## config.mk

```make
export PLATFORM = sky130hd
export DESIGN_NAME = diag_log
export DESIGN_NICKNAME = d
export VERILOG_FILES = /design/src/diag_log_pkg.sv /design/src/diag_log.sv /design/src/sat_counter.sv /design/src/byte_sum.sv
export SDC_FILE = /design/constraint.sdc
export NUM_CORES = 2
export LEC_CHECK = 0
export ABC_AREA = 1
export BUFFER_PORTS_ARGS = -buffer_cell sky130_fd_sc_hd__buf_2
export CAP_MARGIN = 5
export CORE_UTILIZATION = 50
export CTS_CLUSTER_SIZE = 40
export DETAILED_ROUTE_END_ITERATION = 8
export PLACE_DENSITY_LB_ADDON = 0.12
export SLEW_MARGIN = 15
export SYNTH_ARGS = -nofsm -noshare
export SYNTH_HDL_FRONTEND = slang
export SYNTH_SLANG_ARGS = --single-unit
```

## constraint.sdc

```tcl
create_clock -name pclk -period 5.45 [get_ports pclk]
set_input_delay 0.2725 -clock pclk [delete_from_list [all_inputs] [get_ports pclk]]
set_output_delay 0.2725 -clock pclk [all_outputs]
set_load 0.01 [all_outputs]
```

## src/diag_log_pkg.sv

```systemverilog
// constants shared by the diagnostic log block and its helpers
// assumes a single 100 MHz device clock and 32-bit APB register access
//
// Overview of operation
// - byte 0 of every extended self-test log sector reads revision 01h.
// - descriptor index names the most recent entry, zero if none, range 0..18; this design's index stays within 0..17.
// - each descriptor is 26 bytes: number, status, hours, checkpoint, LBA, vendor.
// - command error byte 0: tag in bits 4-0, non-queued in bit 7, 6-5 zero.
// - with non-queued clear the data belongs to the tagged queued command.
// - command error bytes 1-13 snapshot the shadow registers at error time.
// - byte 511 of error and counter pages makes the 512-byte sum zero.
// - counters reset at power-up, surviving link and software resets.
// - a received BIST Activate FIS clears every Phy event counter.
// - page 11h read with feature bit 0 returns values, then clears counters.
// - each counter entry starts with a 16-bit identifier giving its size.
// - size code 1h,2h,3h,4h means 16,32,48,64-bit values.
// - identifier 001h counts commands failed by interface CRC error.
// - identifier 009h counts link-ready to link-not-ready transitions.
// - identifier 00Ah counts signature register FISes sent after link reset.
// - 00Bh counts received FISes with CRC error, 00Dh other errors.
// - identifier 000h carries no value and ends the counter list.
// - counter page: zeros 0-3, five pairs from byte 4, terminator 24-25.
// - transmitted means device to host, received means host to device.
// - descriptors form a ring; test 19 overwrites entry 1; unused entries read zero.
package diag_log_pkg;
    localparam logic [7:0]  PAGE_SELFTEST = 8'h07;
    localparam logic [7:0]  PAGE_CMD_ERR  = 8'h10;
    localparam logic [7:0]  PAGE_PHY      = 8'h11;
    localparam int          CMD_FEAT_BIT  = 8;
    localparam logic [11:0] ADDR_WIN_LAST = 12'h1FC;
    localparam logic [11:0] ADDR_CMD      = 12'h200;
    localparam logic [11:0] ADDR_STAT     = 12'h204;
    localparam logic [7:0]  ST_REV        = 8'h01;
    localparam int          ST_ENTRIES    = 19;
    localparam logic [4:0]  ST_IDX_MAX    = 5'h12;
    localparam logic [8:0]  ST_FIRST      = 9'h004;
    localparam logic [8:0]  ST_DESC_BYTES = 9'h01A;
    localparam logic [8:0]  ST_FIELD_BYTES = 9'h00B;
    localparam logic [8:0]  ST_END        = 9'h1F2;
    localparam logic [8:0]  BYTE_IDX      = 9'h002;
    localparam logic [8:0]  BYTE_CKSUM    = 9'h1FF;
    localparam logic [8:0]  CE_LAST       = 9'h00D;
    localparam int          CE_NQ_BIT     = 7;
    localparam logic [8:0]  PHY_FIRST     = 9'h004;
    localparam logic [8:0]  PHY_TERM      = 9'h018;
    localparam int          CNT_N         = 5;
    localparam int          CNT_W         = 16;
    localparam logic [2:0]  CNT_SIZE      = 3'h1;
    localparam logic [11:0] ID_ICRC       = 12'h001;
    localparam logic [11:0] ID_RDY_DROP   = 12'h009;
    localparam logic [11:0] ID_SIG_TX     = 12'h00A;
    localparam logic [11:0] ID_RX_CRC     = 12'h00B;
    localparam logic [11:0] ID_RX_OTHER   = 12'h00D;
endpackage

```

## src/diag_log.sv

```systemverilog
// diagnostic logs and Phy event counters, read as byte windows over APB
// assumes event strobes are one-cycle pulses from logic on pclk
//
// The placing of the registers and the APB interface to the registers are this design's own decisions.
`timescale 1ns/1ns
module diag_log
    import diag_log_pkg::*;
(
    input  wire logic        pclk,
    input  wire logic        presetn,
    input  wire logic        psel,
    input  wire logic        penable,
    input  wire logic        pwrite,
    input  wire logic [11:0] paddr,
    input  wire logic [31:0] pwdata,
    output logic [31:0]      prdata,
    output logic             pready,
    output logic             pslverr,
    input  wire logic        st_done,
    input  wire logic [7:0]  st_number,
    input  wire logic [7:0]  st_status,
    input  wire logic [15:0] st_hours,
    input  wire logic [7:0]  st_checkpoint,
    input  wire logic [47:0] st_fail_lba,
    input  wire logic        err_valid,
    input  wire logic        err_icrc,
    input  wire logic        non_queued_flag,
    input  wire logic [4:0]  err_tag,
    input  wire logic [7:0]  err_status,
    input  wire logic [7:0]  err_error,
    input  wire logic [23:0] err_lba,
    input  wire logic [7:0]  err_device,
    input  wire logic [23:0] err_lba_prev,
    input  wire logic [7:0]  err_count,
    input  wire logic [7:0]  err_count_prev,
    input  wire logic        link_ready,
    input  wire logic        sig_fis_tx,
    input  wire logic        rx_fis_crc_err,
    input  wire logic        rx_fis_other_err,
    input  wire logic        bist_activate_rx
);
    logic [87:0]      st_mem [ST_ENTRIES];
    logic [7:0]       st_sum [ST_ENTRIES];
    logic [4:0]       st_idx_reg;
    logic             st_any_reg;
    logic [4:0]       st_slot;
    logic [87:0]      st_new;
    logic [7:0]       st_new_sum;
    logic [7:0]       st_cksum;
    logic [111:0]     ce_reg;
    logic             ce_valid_reg;
    logic [7:0]       ce_sum;
    logic [CNT_W-1:0] cnt     [CNT_N];
    logic [CNT_W-1:0] snap_reg [CNT_N];
    logic [CNT_N-1:0] cnt_inc;
    logic [159:0]     phy_body;
    logic [7:0]       phy_sum;
    logic             link_ready_prev;
    logic             cnt_clr;
    logic [7:0]       page_reg;
    logic             feat_reg;
    logic             access;
    logic             wr_cmd;
    logic [31:0]      rd_word;
    logic             rd_err;

    // identifiers in page order with the size code in bits 14:12
    function automatic logic [15:0] cnt_id(input int k);
        logic [11:0] code;
        code = ID_ICRC;
        unique case (k)
            0: code = ID_ICRC;
            1: code = ID_RDY_DROP;
            2: code = ID_SIG_TX;
            3: code = ID_RX_CRC;
            default: code = ID_RX_OTHER;
        endcase
        return {1'b0, CNT_SIZE, code};
    endfunction

    // ---------------- self-test descriptor ring
    assign st_new = {st_fail_lba, st_checkpoint, st_hours, st_status, st_number};
    // first test lands in slot 0; slot 17 wraps, so test 19 overwrites entry 1
    // and the last slot stays empty
    assign st_slot = !st_any_reg ? 5'h00 :
                     (st_idx_reg == ST_IDX_MAX - 5'h01) ? 5'h00 : st_idx_reg + 5'h01;

    byte_sum #(.N(11)) u_st_sum (
        .data (st_new),
        .sum  (st_new_sum)
    );

    always_ff @(posedge pclk or negedge presetn) begin
        if (!presetn) begin
            for (int i = 0; i < ST_ENTRIES; i++) begin
                st_mem[i] <= '0;
                st_sum[i] <= 8'h00;
            end
        end else if (st_done) begin
            st_mem[st_slot] <= st_new;
            st_sum[st_slot] <= st_new_sum;
        end
    end

    always_ff @(posedge pclk or negedge presetn) begin
        if (!presetn) begin
            st_idx_reg <= 5'h00;
            st_any_reg <= 1'b0;
        end else if (st_done) begin
            st_idx_reg <= st_slot;
            st_any_reg <= 1'b1;
        end
    end

    always_comb begin
        st_cksum = ST_REV + {3'b000, st_idx_reg};
        for (int i = 0; i < ST_ENTRIES; i++) begin
            st_cksum = st_cksum + st_sum[i];
        end
        st_cksum = 8'h00 - st_cksum;
    end

    // ---------------- command error snapshot
    always_ff @(posedge pclk or negedge presetn) begin
        if (!presetn) begin
            ce_reg       <= '0;
            ce_valid_reg <= 1'b0;
        end else if (err_valid) begin
            // tag kept as given; meaningless when non_queued_flag is set
            ce_reg <= {err_count_prev, err_count, 8'h00, err_lba_prev,
                       err_device, err_lba, err_error, err_status, 8'h00,
                       non_queued_flag, 2'b00, err_tag};
            ce_valid_reg <= 1'b1;
        end
    end

    byte_sum #(.N(14)) u_ce_sum (
        .data (ce_reg),
        .sum  (ce_sum)
    );

    // ---------------- Phy event counters
    always_ff @(posedge pclk or negedge presetn) begin
        if (!presetn) begin
            link_ready_prev <= 1'b0;
        end else begin
            link_ready_prev <= link_ready;
        end
    end

    assign access  = psel && penable && pready;
    assign wr_cmd  = access && pwrite && paddr == ADDR_CMD;
    assign cnt_clr = bist_activate_rx ||
                     (wr_cmd && pwdata[7:0] == PAGE_PHY && pwdata[CMD_FEAT_BIT]);

    // received = from host, transmitted = to host
    assign cnt_inc[0] = err_valid && err_icrc;
    assign cnt_inc[1] = link_ready_prev && !link_ready;
    assign cnt_inc[2] = sig_fis_tx;
    assign cnt_inc[3] = rx_fis_crc_err;
    assign cnt_inc[4] = rx_fis_other_err;

    // no reset input other than presetn reaches the counters
    for (genvar g = 0; g < CNT_N; g++) begin : g_cnt
        sat_counter #(.W(CNT_W)) u_cnt (
            .pclk    (pclk),
            .presetn (presetn),
            .clr     (cnt_clr),
            .inc     (cnt_inc[g]),
            .count   (cnt[g])
        );
        assign phy_body[g*32 +: 32] = {snap_reg[g], cnt_id(g)};
    end

    // snapshot taken on the same edge that clears, so it holds pre-clear values
    always_ff @(posedge pclk or negedge presetn) begin
        if (!presetn) begin
            for (int i = 0; i < CNT_N; i++) begin
                snap_reg[i] <= '0;
            end
        end else if (wr_cmd && pwdata[7:0] == PAGE_PHY) begin
            for (int i = 0; i < CNT_N; i++) begin
                snap_reg[i] <= cnt[i];
            end
        end
    end

    byte_sum #(.N(20)) u_phy_sum (
        .data (phy_body),
        .sum  (phy_sum)
    );

    // ---------------- page byte view
    function automatic logic [7:0] page_byte(input logic [8:0] b);
        logic [8:0] rel;
        logic [4:0] ent;
        logic [8:0] off;
        logic [7:0] v;
        rel = b - ST_FIRST;
        ent = 5'(rel / ST_DESC_BYTES);
        off = rel % ST_DESC_BYTES;
        v   = 8'h00;
        unique case (page_reg)
            PAGE_SELFTEST: begin
                if (b == 9'h000) begin
                    v = ST_REV;
                end else if (b == BYTE_IDX) begin
                    v = {3'b000, st_idx_reg};
                end else if (b >= ST_FIRST && b < ST_END && off < ST_FIELD_BYTES) begin
                    v = st_mem[ent][off*8 +: 8];
                end else if (b == BYTE_CKSUM) begin
                    v = st_cksum;
                end
            end
            PAGE_CMD_ERR: begin
                if (b <= CE_LAST) begin
                    v = ce_reg[b*8 +: 8];
                end else if (b == BYTE_CKSUM) begin
                    v = 8'h00 - ce_sum;
                end
            end
            PAGE_PHY: begin
                // bytes 0-3, terminator 24-25 and reserved bytes read zero
                if (b >= PHY_FIRST && b < PHY_TERM) begin
                    v = phy_body[(b - PHY_FIRST)*8 +: 8];
                end else if (b == BYTE_CKSUM) begin
                    v = 8'h00 - phy_sum;
                end
            end
            default: v = 8'h00;
        endcase
        return v;
    endfunction

    // ---------------- APB slave
    always_comb begin
        rd_word = 32'h0000_0000;
        rd_err  = 1'b0;
        if (paddr[1:0] != 2'b00) begin
            rd_err = 1'b1;
        end else if (paddr <= ADDR_WIN_LAST) begin
            if (!pwrite) begin
                for (int k = 0; k < 4; k++) begin
                    rd_word[k*8 +: 8] = page_byte({paddr[8:2], 2'(k)});
                end
            end
        end else if (paddr == ADDR_CMD) begin
            rd_word = {23'h000000, feat_reg, page_reg};
        end else if (paddr == ADDR_STAT) begin
            rd_word = {22'h000000, ce_valid_reg, st_any_reg, 3'b000, st_idx_reg};
        end else begin
            rd_err = 1'b1;
        end
    end

    always_ff @(posedge pclk or negedge presetn) begin
        if (!presetn) begin
            page_reg <= PAGE_SELFTEST;
            feat_reg <= 1'b0;
        end else if (wr_cmd) begin
            page_reg <= pwdata[7:0];
            feat_reg <= pwdata[CMD_FEAT_BIT];
        end
    end

    // one wait state: pready rises in the second access cycle
    always_ff @(posedge pclk or negedge presetn) begin
        if (!presetn) begin
            pready  <= 1'b0;
            prdata  <= 32'h0000_0000;
            pslverr <= 1'b0;
        end else if (psel && penable && !pready) begin
            pready  <= 1'b1;
            prdata  <= pwrite ? 32'h0000_0000 : rd_word;
            pslverr <= rd_err;
        end else begin
            pready  <= 1'b0;
            prdata  <= 32'h0000_0000;
            pslverr <= 1'b0;
        end
    end

    a_idx_range: assert property (@(posedge pclk) disable iff (!presetn)
        st_idx_reg <= ST_IDX_MAX)
        else $error("descriptor index out of range");
    a_ring_wrap: assert property (@(posedge pclk) disable iff (!presetn)
        (st_done && st_any_reg && st_idx_reg == ST_IDX_MAX - 5'h01) |=> st_idx_reg == 5'h00)
        else $error("descriptor ring did not wrap");
    a_err_capture: assert property (@(posedge pclk) disable iff (!presetn)
        err_valid |=> ce_reg[CE_NQ_BIT] == $past(non_queued_flag)
                      && ce_reg[4:0] == $past(err_tag) && ce_reg[6:5] == 2'b00)
        else $error("error byte 0 not captured");
    a_err_count: assert property (@(posedge pclk) disable iff (!presetn)
        (err_valid && err_icrc && !cnt_clr && cnt[0] != 16'hFFFF)
        |=> cnt[0] == $past(cnt[0]) + 16'h0001 && ce_valid_reg)
        else $error("crc failure not counted with snapshot");
    a_rdy_drop: assert property (@(posedge pclk) disable iff (!presetn)
        (link_ready_prev && !link_ready && !cnt_clr && cnt[1] != 16'hFFFF)
        |=> cnt[1] == $past(cnt[1]) + 16'h0001)
        else $error("link drop not counted");
    a_read_clear: assert property (@(posedge pclk) disable iff (!presetn)
        (wr_cmd && pwdata[7:0] == PAGE_PHY && pwdata[CMD_FEAT_BIT] && !cnt_inc[2])
        |=> snap_reg[2] == $past(cnt[2]) && cnt[2] == 16'h0000)
        else $error("read-and-clear lost values");
    a_bist_clear: assert property (@(posedge pclk) disable iff (!presetn)
        (bist_activate_rx && !cnt_inc[3]) |=> cnt[3] == 16'h0000)
        else $error("bist activate did not clear");
    a_apb_wait: assert property (@(posedge pclk) disable iff (!presetn)
        (psel && penable && !pready) |=> pready ##1 !pready)
        else $error("apb answer timing wrong");
    a_apb_idle: assert property (@(posedge pclk) disable iff (!presetn)
        !psel |=> !pready)
        else $error("answer without a select");
    a_cmd_page: assert property (@(posedge pclk) disable iff (!presetn)
        wr_cmd |=> page_reg == $past(pwdata[7:0]) && feat_reg == $past(pwdata[CMD_FEAT_BIT]))
        else $error("command register not written");

    a_sig_count: assert property (@(posedge pclk) disable iff (!presetn)
        (sig_fis_tx && !cnt_clr && cnt[2] != 16'hFFFF) |=> cnt[2] == $past(cnt[2]) + 16'h0001)
        else $error("signature send not counted");
    a_rx_crc_count: assert property (@(posedge pclk) disable iff (!presetn)
        (rx_fis_crc_err && !cnt_clr && cnt[3] != 16'hFFFF) |=> cnt[3] == $past(cnt[3]) + 16'h0001)
        else $error("received crc error not counted");
    a_rx_other_count: assert property (@(posedge pclk) disable iff (!presetn)
        (rx_fis_other_err && !cnt_clr && cnt[4] != 16'hFFFF)
        |=> cnt[4] == $past(cnt[4]) + 16'h0001)
        else $error("received other error not counted");
    a_counts_kept: assert property (@(posedge pclk) disable iff (!presetn)
        (!cnt_clr && cnt_inc == '0) |=> cnt[0] == $past(cnt[0]) && cnt[1] == $past(cnt[1])
        && cnt[2] == $past(cnt[2]) && cnt[3] == $past(cnt[3]) && cnt[4] == $past(cnt[4]))
        else $error("counter changed without an event");
    a_bist_all: assert property (@(posedge pclk) disable iff (!presetn)
        (bist_activate_rx && cnt_inc == '0) |=> cnt[0] == 16'h0000 && cnt[1] == 16'h0000
        && cnt[2] == 16'h0000 && cnt[3] == 16'h0000 && cnt[4] == 16'h0000)
        else $error("bist activate left a counter set");
    a_snap_take: assert property (@(posedge pclk) disable iff (!presetn)
        (wr_cmd && pwdata[7:0] == PAGE_PHY)
        |=> snap_reg[0] == $past(cnt[0]) && snap_reg[4] == $past(cnt[4]))
        else $error("counter snapshot not taken");
    a_slot_write: assert property (@(posedge pclk) disable iff (!presetn)
        st_done |=> st_mem[st_idx_reg] == $past(st_new) && st_any_reg)
        else $error("self-test descriptor not stored");
    a_idx_none: assert property (@(posedge pclk) disable iff (!presetn)
        !st_any_reg |-> st_idx_reg == 5'h00)
        else $error("descriptor index set with no self-test");
    a_ring_first: assert property (@(posedge pclk) disable iff (!presetn)
        (st_done && !st_any_reg) |=> st_idx_reg == 5'h00)
        else $error("first self-test not in entry one");
    a_ce_regs: assert property (@(posedge pclk) disable iff (!presetn)
        err_valid |=> ce_reg[23:16] == $past(err_status) && ce_reg[31:24] == $past(err_error)
                      && ce_reg[103:96] == $past(err_count))
        else $error("shadow registers not captured");
endmodule

```

## src/sat_counter.sv

```systemverilog
// saturating event counter with synchronous clear
// assumes inc and clr come from logic on the same clock
`timescale 1ns/1ns
module sat_counter #(
    parameter int W = 16
) (
    input  wire logic         pclk,
    input  wire logic         presetn,
    input  wire logic         clr,
    input  wire logic         inc,
    output logic [W-1:0]      count
);
    // clear and a same-cycle event leave a count of one
    always_ff @(posedge pclk or negedge presetn) begin
        if (!presetn) begin
            count <= '0;
        end else if (clr) begin
            count <= {{(W-1){1'b0}}, inc};
        end else if (inc && count != {W{1'b1}}) begin
            count <= count + 1'b1;
        end
    end

    a_count_holds: assert property (@(posedge pclk) disable iff (!presetn)
        (inc && !clr && count == {W{1'b1}}) |=> count == {W{1'b1}})
        else $error("counter wrapped past its maximum");
    a_clear_zero: assert property (@(posedge pclk) disable iff (!presetn)
        (clr && !inc) |=> count == '0)
        else $error("counter not cleared");
endmodule

```

## src/byte_sum.sv

```systemverilog
// modulo-256 sum of a packed group of bytes
// assumes byte k sits in bits 8k+7..8k
`timescale 1ns/1ns
module byte_sum #(
    parameter int N = 4
) (
    input  wire logic [N*8-1:0] data,
    output logic [7:0]          sum
);
    always_comb begin
        sum = 8'h00;
        for (int k = 0; k < N; k++) begin
            sum = sum + data[k*8 +: 8];
        end
    end
endmodule

```

==> summary.txt <==
Global routing
  • Antenna violations before repair: 31
  • Overall track demand over capacity in global routing: around 40%
  • Maximum number of pins on one net before global-route repair: approximately 160
  • First-pass GRT wire length: slightly below 700000 microns
  • Residual overflow from global routing: 0
  • Via count of the first global-routing pass: roughly 100k

Clock tree
  • Clock-pin slew reported for the worst setup and hold paths after clock tree synthesis: approximately 0.060 ns
  • CTS buffer count: approximately 230
  • Clock sink count: about 2100
  • Clock Root Buffer: sky130_fd_sc_hd__clkbuf_16
  • CTS tree: done
  • Clock tree buffer depth: 3
  • Later-pin clock latency in the skew report: just under 0.9 ns
  • Count of H-tree levels built during CTS: 4

Logic synthesis
  • Syn_area_per_cell: between 7 and 8 sq um
  • Largest cells by area after synthesis: sky130_fd_sc_hd__dfrtp_1 46%, sky130_fd_sc_hd__nand2_1 12%, sky130_fd_sc_hd__o21ai_0 11%, sky130_fd_sc_hd__fa_1 4.9%, sky130_fd_sc_hd__nand3_1 4.8%
  • Cell taking the most area after synthesis: sky130_fd_sc_hd__dfrtp_1
  • Primary FF master, synth: sky130_fd_sc_hd__dfrtp_1
  • Gate count after technology mapping: about 15000
  • Register area share after synthesis: 46.52%
  • Yosys synthesis warning count: 0
  • Post-synth design cell area: between 100000 and 150000 sq um
  • Share of flip-flops with an asynchronous set or reset after synthesis: 100.0%
  • Share of the synthesized area in the top cell type: between 40% and 50%
  • Count of distinct cell types in the synthesized netlist: 71
  • Flops & latches, synth: roughly 2100
  • EDFF count, synth: 0
  • Net Count, Synth: 15186

Floorplan
  • Core Area: about 230000 sq um
  • Floorplan die height: 480.6 microns
  • Die area: ~230000 sq um
  • Num rows: 175
  • Number of top-level design ports: 273
  • X dimension of the die: slightly below 500 microns
  • Starting density of the core: 50.35%

STA
  • Final Setup Violations: 7
  • Highest clock frequency the design can meet: 166.8 MHz
  • Layout Skew: around 0.037 ns
  • Headroom to the max-slew limit: around 13%
  • Final-report max-slew violation count: 0
  • Pin slew with the least headroom to its limit: 1.305 ns
  • RSZ-0062 raised after global routing: yes
  • Smallest hold slack: -0.08642 ns
  • Hold violation count in the final report: 3
  • Crit path time final: ~6 ns
  • Post-route worst setup slack: -0.5447 ns
  • Crit share post-route: 110.0%

Setup path
  • Largest stage delay on the critical path: 0.58 ns
  • Startpoint type of the worst setup path: register
  • Most used cell, CP: sky130_fd_sc_hd__fa_1
  • Required time at the worst-slack endpoint: about 6.3 ns
  • Worst EP arrival: roughly 6.8 ns
  • Worst-path cell with the longest stage delay: sky130_fd_sc_hd__fa_1
  • Crit Path Category: register to register
  • Maximum net fanout on the critical path: 3
  • Type of destination of the critical path: register

Route
  • Overall via count from detail_route: 110031
  • Remaining number of nets flagged by the antenna check after routing: 0
  • Post-Route WL: approximately 470000 microns
  • Average detailed-routed wire length per instance: ~26 microns
  • Number of DRC markers in iteration 0: 14851
  • Via density: 6.054
  • DR pass1 iterations: 7
  • DRC: 0

Flow run
  • Max-capacitance violation count: 0

Cells and area
  • Post-route non-filler standard cell count: roughly 18000
  • Fin nets: 15556
  • Area of all placed cells without fillers: roughly 130000 sq um
  • Post-route core utilization: just under 60%
  • Number of inserted filler cells in the final layout: 20711
  • Area Growth Syn to Fin: 16.35%
  • Proportion of layout cells with a drive suffix above 1: between 10 and 15%
  • Number of flip-flops under the largest register name: roughly 1700

Pwr
  • Leak Pwr: approximately 61 nW
  • Pwr/cell area: around 860 nW/um^2
  • Total power: 114.7 mW
  • Max rail drop VDD: around 4.6 mV

Place
  • Pre-CTS setup slack: -0.6462 ns
  • Dpl cells: 17455
  • Weighted congestion reported at the end of routability-driven placement: around 0.96
  • Placed inst area: 122700 sq um
  • Port Buffer Count: 249
  • Detailed-placement wirelength estimate: ~300000 microns

Status
  • Violated checks: hold timing, setup timing
  • Result of the run: complete, but fails checks

Hold path
  • Worst hold path type: input pin to async pin
-- per-stage QoR --
step | setup TNS, ns | hold WS [ns]
after floorplan | -0.03296 | -0.02309
after global placement | -4.488 | 0.3618
after detailed placement | -6.747 | 0.3523
after CTS | -2.308 | 0.004866
after global routing | -3.176 | -0.03486
final | -2.002 | -0.08642
-- cells by family after synthesis --
kind of cell / Yosys count / share of synthesized area [%]
XOR/XNOR: 117 / 0.9012
flip-flops: 2129 / 46.52
AO/OA/AOI/OAI: 3985 / 18.62
multiplexers: 3 / 0.03932
AND/OR/NAND/NOR: 5492 / 19.63
adder cells (fa/ha/maj): 362 / 5.796
buffers and inverters: 2497 / 8.496
-- power by group --
group,leakage [nW],internal [mW],switching (mW)
Sequential,26.7,22.0,3.34
Combinational,30.9,30.6,42.8
Clock,3.73,9.08,6.82
Total,61.3,61.8,53.0
-- final timing paths --
kind | startpoint | to | slack [ns] | cells past startpoint
max | st_idx_reg[2]$_DFFE_PN0P_ | prdata[31]$_DFF_PN0_ | -0.54 | 27
min reg2reg | ce_valid_reg$_DFFE_PN0P_ | ce_valid_reg$_DFFE_PN0P_ | 0.46 | 1
min | presetn | st_mem[1499]$_DFFE_PN0P_ | -0.09 | 2
min in group pclk | bist_activate_rx | g_cnt[0].u_cnt.count[4]$_DFFE_PN0P_ | 0.04 | 5
max reg2reg | st_idx_reg[2]$_DFFE_PN0P_ | prdata[31]$_DFF_PN0_ | -0.54 | 27
max in group asynchronous | presetn | st_mem[764]$_DFFE_PN0P_ | 3.56 | 4
-- critical path: cells and delay by family (launching register included) --
kind,cells,cell delay (ns)
flops,1,0.39
buf+inv,5,0.33
fa+ha+maj,8,3.82
simple gates,12,1.11
compound gates,2,0.26
-- layout make-up --
cell class | count | area [sq um] | area share, %
Sequential cell | 2129 | 53280 | 39.98
Multi-Input combinational cell | 9959 | 51990 | 39.02
Timing Repair Buffer | 1258 | 11350 | 8.518
Clock buffer | 358 | 6957 | 5.220
Inverter | 1376 | 5269 | 3.954
Tap cell | 3009 | 3765 | 2.825
Clock inverter | 61 | 588.1 | 0.4413
Antenna cell | 24 | 60.06 | 0.04507
-- layout by cell type (no fill, tap or decap), types with 31 or more instances in the layout --
cell and n:
sky130_fd_sc_hd__o211ai_1 229, sky130_fd_sc_hd__buf_4 589, sky130_fd_sc_hd__buf_2 247, sky130_fd_sc_hd__nand3_1 1089, sky130_fd_sc_hd__nand2_1 3642, sky130_fd_sc_hd__a31oi_1 58, sky130_fd_sc_hd__nor3_1 55, sky130_fd_sc_hd__xor2_1 45
sky130_fd_sc_hd__o22ai_1 57, sky130_fd_sc_hd__dfrtp_1 2126, sky130_fd_sc_hd__clkbuf_16 239, sky130_fd_sc_hd__clkinv_2 45, sky130_fd_sc_hd__o21ai_1 111, sky130_fd_sc_hd__clkbuf_1 65, sky130_fd_sc_hd__ha_1 76, sky130_fd_sc_hd__o221ai_1 31
sky130_fd_sc_hd__buf_12 145, sky130_fd_sc_hd__clkbuf_8 55, sky130_fd_sc_hd__fa_1 280, sky130_fd_sc_hd__o21ai_0 2547, sky130_fd_sc_hd__dlygate4sd3_1 273, sky130_fd_sc_hd__inv_1 1316, sky130_fd_sc_hd__xnor2_1 70, sky130_fd_sc_hd__nor2_1 531
sky130_fd_sc_hd__nand4_1 61, sky130_fd_sc_hd__a21oi_1 787
-- Yosys cell counts, types with 6 or more instances --
master	instances
sky130_fd_sc_hd__nand2_1	3651
sky130_fd_sc_hd__o21ai_0	2550
sky130_fd_sc_hd__dfrtp_1	2126
sky130_fd_sc_hd__inv_1	1335
sky130_fd_sc_hd__nand3_1	1093
sky130_fd_sc_hd__clkbuf_1	825
sky130_fd_sc_hd__a21oi_1	795
sky130_fd_sc_hd__nor2_1	555
sky130_fd_sc_hd__fa_1	281
sky130_fd_sc_hd__o211ai_1	229
sky130_fd_sc_hd__buf_2	182
sky130_fd_sc_hd__o21ai_1	109
sky130_fd_sc_hd__buf_1	82
sky130_fd_sc_hd__ha_1	81
sky130_fd_sc_hd__xnor2_1	70
sky130_fd_sc_hd__nand4_1	61
sky130_fd_sc_hd__a31oi_1	59
sky130_fd_sc_hd__o22ai_1	57
sky130_fd_sc_hd__nor3_1	55
sky130_fd_sc_hd__xor2_1	46
sky130_fd_sc_hd__o221ai_1	31
sky130_fd_sc_hd__a221oi_1	30
sky130_fd_sc_hd__buf_4	29
sky130_fd_sc_hd__inv_2	29
sky130_fd_sc_hd__or2_2	16
sky130_fd_sc_hd__a211oi_1	15
sky130_fd_sc_hd__nand2_2	15
sky130_fd_sc_hd__o311ai_1	14
sky130_fd_sc_hd__o31ai_1	14
sky130_fd_sc_hd__nor4_1	13
sky130_fd_sc_hd__o21bai_1	13
sky130_fd_sc_hd__clkinv_1	12
sky130_fd_sc_hd__o32ai_1	9
sky130_fd_sc_hd__and3_1	8
sky130_fd_sc_hd__a221o_1	6
sky130_fd_sc_hd__a32oi_1	6
-- routing by layer --
metal / global-route usage, % / routed length, microns / vias up
met1: 54.41 / 182500 / 53476
met5: 0 / 106 / -
met2: 60.03 / 203100 / 6597
met4: 22.89 / 30840 / 18
met3: 8.364 / 51400 / 1366
li1: - / - / 48574
-- timing repair --
item / CTS / global route
cloned: 0 / 1
hold buffers: 273 / 0
pin swaps: 6 / 17
gates resized for setup: 16 / 24
endpoints found under the setup margin: 7 / 9
setup buffers: 5 / 1
endpoints found under the hold margin: 734 / 0
(Power assumes the default switching activity.)
